**config.mk**
```make
export PLATFORM = sky130hd
export DESIGN_NAME = adctm_dev_flat
export DESIGN_NICKNAME = d
export VERILOG_FILES = /design/src/logic/adctm_pkg.sv /design/src/logic/adctm_if.sv /design/src/logic/adctm_dev.sv /design/src/flat_wrapper.sv
export SDC_FILE = /design/constraint.sdc
export NUM_CORES = 1
export LEC_CHECK = 0
export ABC_CLOCK_PERIOD_IN_PS = 2520
export BUFFER_PORTS_ARGS = -buffer_cell sky130_fd_sc_hd__buf_2
export CAP_MARGIN = 20
export CORE_ASPECT_RATIO = 1.75
export CORE_MARGIN = 1
export CORE_UTILIZATION = 52
export DETAILED_ROUTE_END_ITERATION = 6
export GPL_TIMING_DRIVEN = 0
export PLACE_DENSITY = 0.95
export SYNTH_ARGS = -nofsm -noshare
export SYNTH_HDL_FRONTEND = slang
export SYNTH_SLANG_ARGS = --single-unit
```
**constraint.sdc**
```tcl
create_clock -name clk -period 2.52 [get_ports clk]
set_input_delay 0.504 -clock clk [delete_from_list [all_inputs] [get_ports clk]]
set_output_delay 0.504 -clock clk [all_outputs]
set_load 0.01 [all_outputs]
```
**src/logic/adctm_pkg.sv**
```systemverilog
// Constants shared by the converter control device end and its CPU end.
// Assumes byte-wide registers at fixed 32-bit byte addresses.
package adctm_pkg;
   localparam logic [31:0] ADDR_RES0_LOW = 32'hFFFFF300;
   localparam logic [31:0] ADDR_RES0_HIGH = 32'hFFFFF301;
   localparam logic [31:0] ADDR_MON_CTRL = 32'hFFFFF31B;
   localparam logic [31:0] ADDR_TRIG_CTRL = 32'hFFFFF31C;
   localparam int MON_EN_BIT = 0;
   localparam int MON_SEL_LSB = 1;
   localparam int MON_PRIO_SEL_BIT = 4;
   localparam int MON_IRQ_BIT = 5;
   localparam int MON_RSV_BIT = 7;
   localparam logic [7:0] MON_WMASK = 8'hBF;
   localparam logic [7:0] MON_CTRL_RST = 8'h00;
   localparam int TRIG_NORM_EN_BIT = 4;
   localparam int TRIG_NORM_SRC_BIT = 5;
   localparam int TRIG_PRI_EN_BIT = 6;
   localparam int TRIG_PRI_SRC_BIT = 7;
   localparam logic [3:0] TRIG_CTRL_RST = 4'h0;
   localparam logic [1:0] RST_CODE_ARM = 2'h2;
   localparam logic [1:0] RST_CODE_FIRE = 2'h1;
   localparam int LOW_OVR_BIT = 1;
   localparam int LOW_STORED_BIT = 0;
   localparam logic [7:0] LOW_ONES = 8'h3C;
   localparam logic SRC_EXT = 1'h0;
   localparam logic SRC_TIMER = 1'h1;
   localparam int RESULT_W = 10;
   typedef enum logic [2:0] {
      ADCTM_CMD_READ,
      ADCTM_CMD_WRITE,
      ADCTM_CMD_SOFT_RESET,
      ADCTM_CMD_PIN_FUNC,
      ADCTM_CMD_TIMER_RUN
   } adctm_cmd_t;
endpackage

```
**src/logic/adctm_if.sv**
```systemverilog
// Byte register bus between the CPU end and the converter control end.
// Assumes both ends share one clock; strobes are single-cycle.
`timescale 1ns/1ps
interface adctm_if;
   logic [31:0] addr;
   logic wr_en;
   logic rd_en;
   logic [7:0] wdata;
   logic [7:0] rdata;
   logic rd_valid;
   modport dev (
      input addr,
      input wr_en,
      input rd_en,
      input wdata,
      output rdata,
      output rd_valid
   );
   modport cpu (
      output addr,
      output wr_en,
      output rd_en,
      output wdata,
      input rdata,
      input rd_valid
   );
endinterface

```
**src/logic/adctm_dev.sv**
```systemverilog
// Converter control device end: monitor select, hardware start, soft reset
// and result pair zero. Assumes the CPU end keeps the software ordering.
`timescale 1ns/1ps

// Behaviour
// - Monitor compares pair chosen by select code
// - Enable bit lets hardware source start conversion
// - Source bit picks pin or timer interrupt
// - Software sets pin function before trigger use
// - Select timer, enable, then run timer
// - Soft reset before changing start source
// - Disable start before freeing trigger pin
// - High byte holds result bits nine..two
// - Low byte bits seven, six hold bits one..zero
// - Low byte bit one is overrun flag
// - Store sets bit zero, and bit one if a result is unread; low read clears both
// - Low byte bits two..five read ones
module adctm_dev #(
   parameter int RESULT_W = 10
) (
   input wire logic clk, // System clock
   input wire logic rst, // Async reset, high
   adctm_if.dev bus, // CPU register bus
   input wire logic external_conv_trigger_n, // Trigger pin, active low
   input wire logic timer0_interrupt, // Timer 0 pulse
   input wire logic timer1_interrupt, // Timer 1 pulse
   input wire logic conv_store, // Result ready pulse
   input wire logic [RESULT_W-1:0] conv_result, // Converted value
   output logic normal_hw_start, // Normal start pulse
   output logic priority_hw_start, // Priority start pulse
   output logic converter_soft_reset, // Soft reset pulse
   output logic monitor_enable, // Monitor on
   output logic monitor_irq_condition, // Monitor interrupt condition
   output logic [2:0] monitor_pair_index, // Compared pair index
   output logic monitor_priority_pair // Compare priority pair
);

   if (RESULT_W != adctm_pkg::RESULT_W) begin : g_bad_width
      $error("Result width must be ten bits");
   end

   // Trigger pin synchroniser and falling edge
   logic trig_s1;
   logic trig_s2;
   logic trig_prev;
   logic next_trig_prev;
   logic ext_fall;

   always_comb begin
      next_trig_prev = trig_s2;
      ext_fall = trig_prev & ~trig_s2;
   end

   always_ff @(posedge clk or posedge rst) begin
      if (rst) begin
         trig_s1 <= 1'h1;
         trig_s2 <= 1'h1;
         trig_prev <= 1'h1;
      end else begin
         trig_s1 <= external_conv_trigger_n;
         trig_s2 <= trig_s1;
         trig_prev <= next_trig_prev;
      end
   end

   // Control registers
   logic [7:0] mon_ctrl;
   logic [3:0] trig_ctrl;
   logic rst_armed;
   logic [7:0] next_mon_ctrl;
   logic [3:0] next_trig_ctrl;
   logic next_rst_armed;
   logic next_soft_reset;
   logic next_normal_start;
   logic next_priority_start;
   logic wr_mon;
   logic wr_trig;
   logic [1:0] rst_code;

   always_comb begin
      wr_mon = bus.wr_en && (bus.addr == adctm_pkg::ADDR_MON_CTRL);
      wr_trig = bus.wr_en && (bus.addr == adctm_pkg::ADDR_TRIG_CTRL);
      rst_code = bus.wdata[1:0];
      next_mon_ctrl = mon_ctrl;
      next_trig_ctrl = trig_ctrl;
      next_rst_armed = rst_armed;
      next_soft_reset = 1'h0;
      if (wr_mon) begin
         // Unused bit six stays zero
         next_mon_ctrl = bus.wdata & adctm_pkg::MON_WMASK;
      end
      if (wr_trig) begin
         next_trig_ctrl = bus.wdata[7:4];
         // Any other code breaks the two-write sequence
         next_rst_armed = (rst_code == adctm_pkg::RST_CODE_ARM);
         next_soft_reset = rst_armed && (rst_code == adctm_pkg::RST_CODE_FIRE);
      end
      next_normal_start = 1'h0;
      next_priority_start = 1'h0;
      if (trig_ctrl[adctm_pkg::TRIG_NORM_EN_BIT - 4]) begin
         next_normal_start = (trig_ctrl[adctm_pkg::TRIG_NORM_SRC_BIT - 4] == adctm_pkg::SRC_TIMER)
            ? timer0_interrupt : ext_fall;
      end
      if (trig_ctrl[adctm_pkg::TRIG_PRI_EN_BIT - 4]) begin
         next_priority_start = (trig_ctrl[adctm_pkg::TRIG_PRI_SRC_BIT - 4] == adctm_pkg::SRC_TIMER)
            ? timer1_interrupt : ext_fall;
      end
   end

   always_ff @(posedge clk or posedge rst) begin
      if (rst) begin
         mon_ctrl <= adctm_pkg::MON_CTRL_RST;
         trig_ctrl <= adctm_pkg::TRIG_CTRL_RST;
         rst_armed <= 1'h0;
         converter_soft_reset <= 1'h0;
         normal_hw_start <= 1'h0;
         priority_hw_start <= 1'h0;
      end else begin
         mon_ctrl <= next_mon_ctrl;
         trig_ctrl <= next_trig_ctrl;
         rst_armed <= next_rst_armed;
         converter_soft_reset <= next_soft_reset;
         normal_hw_start <= next_normal_start;
         priority_hw_start <= next_priority_start;
      end
   end

   // Monitor selection straight from the control register
   always_comb begin
      monitor_enable = mon_ctrl[adctm_pkg::MON_EN_BIT];
      monitor_irq_condition = mon_ctrl[adctm_pkg::MON_IRQ_BIT];
      monitor_pair_index = mon_ctrl[adctm_pkg::MON_SEL_LSB +: 3];
      // Any code with top bit set means the priority pair
      monitor_priority_pair = mon_ctrl[adctm_pkg::MON_PRIO_SEL_BIT];
   end

   // Result pair zero
   logic [RESULT_W-1:0] res_data;
   logic stored;
   logic ovr;
   logic [RESULT_W-1:0] next_res_data;
   logic next_stored;
   logic next_ovr;
   logic rd_low;

   always_comb begin
      rd_low = bus.rd_en && (bus.addr == adctm_pkg::ADDR_RES0_LOW);
      next_res_data = res_data;
      next_stored = stored;
      next_ovr = ovr;
      if (rd_low || converter_soft_reset) begin
         next_stored = 1'h0;
         next_ovr = 1'h0;
      end
      // Store wins over a read in the same cycle
      if (conv_store) begin
         next_res_data = conv_result;
         next_stored = 1'h1;
         if (stored && !rd_low) begin
            next_ovr = 1'h1;
         end
      end
   end

   always_ff @(posedge clk or posedge rst) begin
      if (rst) begin
         res_data <= '0;
         stored <= 1'h0;
         ovr <= 1'h0;
      end else begin
         res_data <= next_res_data;
         stored <= next_stored;
         ovr <= next_ovr;
      end
   end

   // Read path, one cycle after the strobe
   function automatic logic [7:0] read_byte(input logic [31:0] a);
      logic [7:0] v;
      v = 8'h00;
      unique case (a)
         adctm_pkg::ADDR_RES0_LOW: begin
            v = {res_data[1:0], 6'h00} | adctm_pkg::LOW_ONES;
            v[adctm_pkg::LOW_OVR_BIT] = ovr;
            v[adctm_pkg::LOW_STORED_BIT] = stored;
         end
         adctm_pkg::ADDR_RES0_HIGH: v = res_data[9:2];
         adctm_pkg::ADDR_MON_CTRL: v = mon_ctrl;
         // Reset code field is write-only and reads zero
         adctm_pkg::ADDR_TRIG_CTRL: v = {trig_ctrl, 4'h0};
         default: v = 8'h00;
      endcase
      return v;
   endfunction

   logic [7:0] next_rdata;
   logic next_rd_valid;

   always_comb begin
      next_rdata = bus.rd_en ? read_byte(bus.addr) : bus.rdata;
      next_rd_valid = bus.rd_en;
   end

   always_ff @(posedge clk or posedge rst) begin
      if (rst) begin
         bus.rdata <= 8'h00;
         bus.rd_valid <= 1'h0;
      end else begin
         bus.rdata <= next_rdata;
         bus.rd_valid <= next_rd_valid;
      end
   end

endmodule

```
**src/flat_wrapper.sv**
```systemverilog
// flat-port wrapper written by rule: the top's interface ports become plain ports
module adctm_dev_flat 
#(
   parameter int RESULT_W = 10
)
  (clk, rst, external_conv_trigger_n, timer0_interrupt, timer1_interrupt, conv_store, conv_result, normal_hw_start, priority_hw_start, converter_soft_reset, monitor_enable, monitor_irq_condition, monitor_pair_index, monitor_priority_pair, bus_addr, bus_wr_en, bus_rd_en, bus_wdata, bus_rdata, bus_rd_valid);
  adctm_if bus_i ();
  input wire logic clk;
  input wire logic rst;
  input wire logic external_conv_trigger_n;
  input wire logic timer0_interrupt;
  input wire logic timer1_interrupt;
  input wire logic conv_store;
  input wire logic [RESULT_W-1:0] conv_result;
  output logic normal_hw_start;
  output logic priority_hw_start;
  output logic converter_soft_reset;
  output logic monitor_enable;
  output logic monitor_irq_condition;
  output logic [2:0] monitor_pair_index;
  output logic monitor_priority_pair;
  input wire logic [$bits(bus_i.addr)-1:0] bus_addr;
  input wire logic [$bits(bus_i.wr_en)-1:0] bus_wr_en;
  input wire logic [$bits(bus_i.rd_en)-1:0] bus_rd_en;
  input wire logic [$bits(bus_i.wdata)-1:0] bus_wdata;
  output wire logic [$bits(bus_i.rdata)-1:0] bus_rdata;
  output wire logic [$bits(bus_i.rd_valid)-1:0] bus_rd_valid;
  assign bus_i.addr = bus_addr;
  assign bus_i.wr_en = bus_wr_en;
  assign bus_i.rd_en = bus_rd_en;
  assign bus_i.wdata = bus_wdata;
  assign bus_rdata = bus_i.rdata;
  assign bus_rd_valid = bus_i.rd_valid;
  adctm_dev #(.RESULT_W(RESULT_W)) u_core (.clk(clk), .rst(rst), .bus(bus_i), .external_conv_trigger_n(external_conv_trigger_n), .timer0_interrupt(timer0_interrupt), .timer1_interrupt(timer1_interrupt), .conv_store(conv_store), .conv_result(conv_result), .normal_hw_start(normal_hw_start), .priority_hw_start(priority_hw_start), .converter_soft_reset(converter_soft_reset), .monitor_enable(monitor_enable), .monitor_irq_condition(monitor_irq_condition), .monitor_pair_index(monitor_pair_index), .monitor_priority_pair(monitor_priority_pair));
endmodule
```
==> flow_summary_export.csv <==
group,metric,value,unit
run_status,status,"finished, final reports clean",
clock_network,postCtsSetupRepairBufs,0,
synthesis,synth_seq_cells,39,
layout,drive_gt1_share,48.77,%
synthesis,synth_nets,218,
sta,setup_viol,0,
placed_design,dpl.hpwl,3759,um
setup_path,critical_path_arrival,2260,ps
synthesis,ys_async_sr_fraction,100.0,%
clock_network,cts_resized,0,
floorplan,core,3433,sq um
global_routing,grt_pass1_vias,1678,
clock_network,root_buffer,"clkbuf_8",
clock_network,cts_num_sinks,39,
clock_network,htreeDepth,2,
floorplan,start_util,55.32,%
sta,rsz0062_at_grt,"no",
synthesis,synth.area.top_cells,"dfrtp_1 47%, mux2_2 13%, dfstp_2 4.2%",
setup_path,crit_chain,"buf_2 > nand2_1 > nor4b_1 > nand4_2 > mux2_2",
synthesis,synthCells,160,
sta,fmax,0.4791,GHz
run,max-cap-violations,0,
pwr,powerDensity,513.3,nW/um^2
synthesis,syn_avg_cell_area,11.87,sq um
setup_path,cpLargestDelayFamily,"simple AND/OR/NAND/NOR gates",
setup_path,critPathRequiredTime,2700,ps
drt,num_vias,1650,
sta,skew,5.803,ps
setup_path,cp-end-kind,"flip-flop",
synthesis,yosysUniqueCellTypes,41,
synthesis,yosysTopAreaCellShare,47.43,%
synthesis,ys.warnings.count,0,
drt,wirelength,4848,um
pwr,peakVddDrop,0.4975,mV
drt,via_per_inst,5.709,
synthesis,synth.most_common_cell,"dfrtp_1",
setup_path,cp_slowest_cell,"nor4b_1",
global_routing,antenna_found_initial,0,
sta,period_needed,2087,ps
drt,wl_per_cell,16.78,um
sta,finalSetupTns,0,ps
global_routing,grt-ovfl-total,0,
clock_network,clk_path_buf_depth,2,
layout,antenna_cells,0,
synthesis,seq_area_frac_synth,51.58,%
setup_path,cp_max_fo,6,
clock_network,cts_inserted_buffers,5,
drt,route.antenna.remaining_nets,0,
clock_network,hold_buffers,0,
layout,syn_to_final_growth,29.45,%
floorplan,die_y,81.95,um
global_routing,grt_pass1_wl,7452,um
floorplan,die_area,3908,sq um
drt,drc_errors,0,
synthesis,yosys.area.top_type,"dfrtp_1",
worst_hold_path,hold_class,"primary input to asynchronous set/reset pin",
setup_path,r2r-start,"u_core.res_data[9]$_DFFE_PP0P_",
layout,nets,301,
layout,fill_cells,273,
clock_network,cts_tree,"yes",
floorplan,core.rowCount,28,
global_routing,grt_max_degree,25,
drt,drt_iter0_markers,43,
global_routing,grt_util_all_layers,28.10,%
floorplan,die_w,47.69,um
clock_network,clk_pin_slew,70,ps
placed_design,place.port_buffers,75,
synthesis,synth_common_cells,"36 x dfrtp_1, 22 x mux2_2, 8 x nand4_1, 8 x nor2b_1",
placed_design,routabilityCongestion,0.8317,
synthesis,synth_area,1899,sq um
drt,drt_pass1_iterations,4,
setup_path,crit_buf_inv,1,
sta,period_share,82.82,%
sta,finalHoldViolations,0,
sta,drv_slew,0,
setup_path,worst_path_largest_cell_delay,900,ps
setup_path,rr_worst_depth,4,
floorplan,ioPinCount,76,
sta,maxSlewHeadroom,27.88,%
setup_path,critPathKind,"primary input to flip-flop",
synthesis,ys.flop_type,"dfrtp_1",
sta,worst_pin_slew,1067,ps
setup_path,timing.rr.end,"u_core.bus.rdata[7]$_DFFE_PP0P_",
setup_path,critPathLaunchType,"primary input",
clock_network,clock_latency,290,ps
sta,holdWs,302.5,ps
synthesis,synth_edf_count,0,
setup_path,rrSetupSlack,1310,ps
pwr,power_leakage,1.185,nW
cell type report:
type                            count  area (sq um)  share of cell area, %
Buffer                              8         41.29                  1.679
Clock buffer                        8         100.1                  4.071
Inverter                            6         22.52                 0.9160
Multi-Input combinational cell    107         855.8                  34.81
Sequential cell                    39         979.7                  39.85
Tap cell                           45         56.30                  2.290
Timing Repair Buffer               76         402.9                  16.39
worst reg2reg max path, delay by kind of cell (launching register included):
family / cells / cell delay, ps
compound gates: 3 / 640
flops: 1 / 370
simple gates: 1 / 110
cells in the final DEF (no fill, tap or decap), types with 5 or more instances in the layout:
cell type	instances
o2bb2ai_1	5
inv_1	6
buf_2	75
clkbuf_8	7
nand2_1	6
nor2b_1	8
nand4_1	8
dfrtp_1	36
mux2_2	22
nor2_1	5
how the worst max path moves through the flow:
stage	from	end	slack, ps	depth (start not counted)
2_1_floorplan	bus_addr[5]	u_core.rst_armed$_DFFE_PP0P_	470	4
3_3_place_gp	bus_addr[3]	u_core.trig_ctrl[2]$_DFFE_PP0P_	170	5
3_5_place_dp	bus_addr[3]	u_core.trig_ctrl[0]$_DFFE_PP0P_	120	5
4_1_cts	bus_addr[3]	u_core.rst_armed$_DFFE_PP0P_	430	5
5_1_grt	bus_addr[3]	u_core.rst_armed$_DFFE_PP0P_	330	5
6_report	bus_addr[3]	u_core.trig_ctrl[0]$_DFFE_PP0P_	430	5
registers in the layout, summed over array words and instances (netlist names):
signal and count:
u_core.priority_hw_start 1, u_core.converter_soft_reset 1, u_core.trig_ctrl 4, u_core.stored 1
u_core.bus.rd_valid 1, u_core.trig_s1 1, u_core.res_data 10, u_core.normal_hw_start 1
u_core.ovr 1, u_core.mon_ctrl 7, u_core.next_trig_prev 1, u_core.bus.rdata 8
u_core.rst_armed 1, u_core.trig_prev 1
layer usage:
metal / track usage (%) / part of all wire [%] / vias up
met4: 18.89 / 3.5 / 0
met5: 0 / 0 / -
li1: - / - / 771
met3: 12.53 / 8.9 / 17
met2: 44.86 / 53 / 78
met1: 27.63 / 35 / 784
power breakdown:
| group | switching [W] | leakage, nW | internal [W] |
|---|---|---|---|
| clock | 0.000203 | 0.0515 | 0.000249 |
| combinational | 0.0000749 | 0.636 | 0.0000732 |
| sequential | 0.0000117 | 0.497 | 0.000650 |
| total | 0.000290 | 1.19 | 0.000972 |
per-stage QoR:
| stage | instances | util [%] | power, W | setup WS (ps) | area (sq um) |
|---|---|---|---|---|---|
| 2_1_floorplan | 160 | - | 0.0007361 | 470.3 | 1899 |
| 3_3_place_gp | 280 | 67.89 | 0.0008072 | 168.1 | 2331 |
| 3_5_place_dp | 281 | 68.70 | 0.0008184 | 117.5 | 2359 |
| 4_1_cts | 289 | 71.61 | 0.001271 | 427.4 | 2459 |
| 5_1_grt | 289 | 71.61 | 0.001321 | 332.0 | 2459 |
| 6_report | 289 | 71.61 | 0.001262 | 432.9 | 2459 |
logic make-up (layout without fill, tap and decap cells):
logic type,count (synthesis),count (layout),share of synthesized area (%)
buffers and inverters,14,98,3.360
muxes,25,25,14.62
and+or+nand+nor,56,56,20.55
AOI/OAI and AO/OA,26,26,9.882
DFF,39,39,51.58
Power figures use the tool's default switching activity.
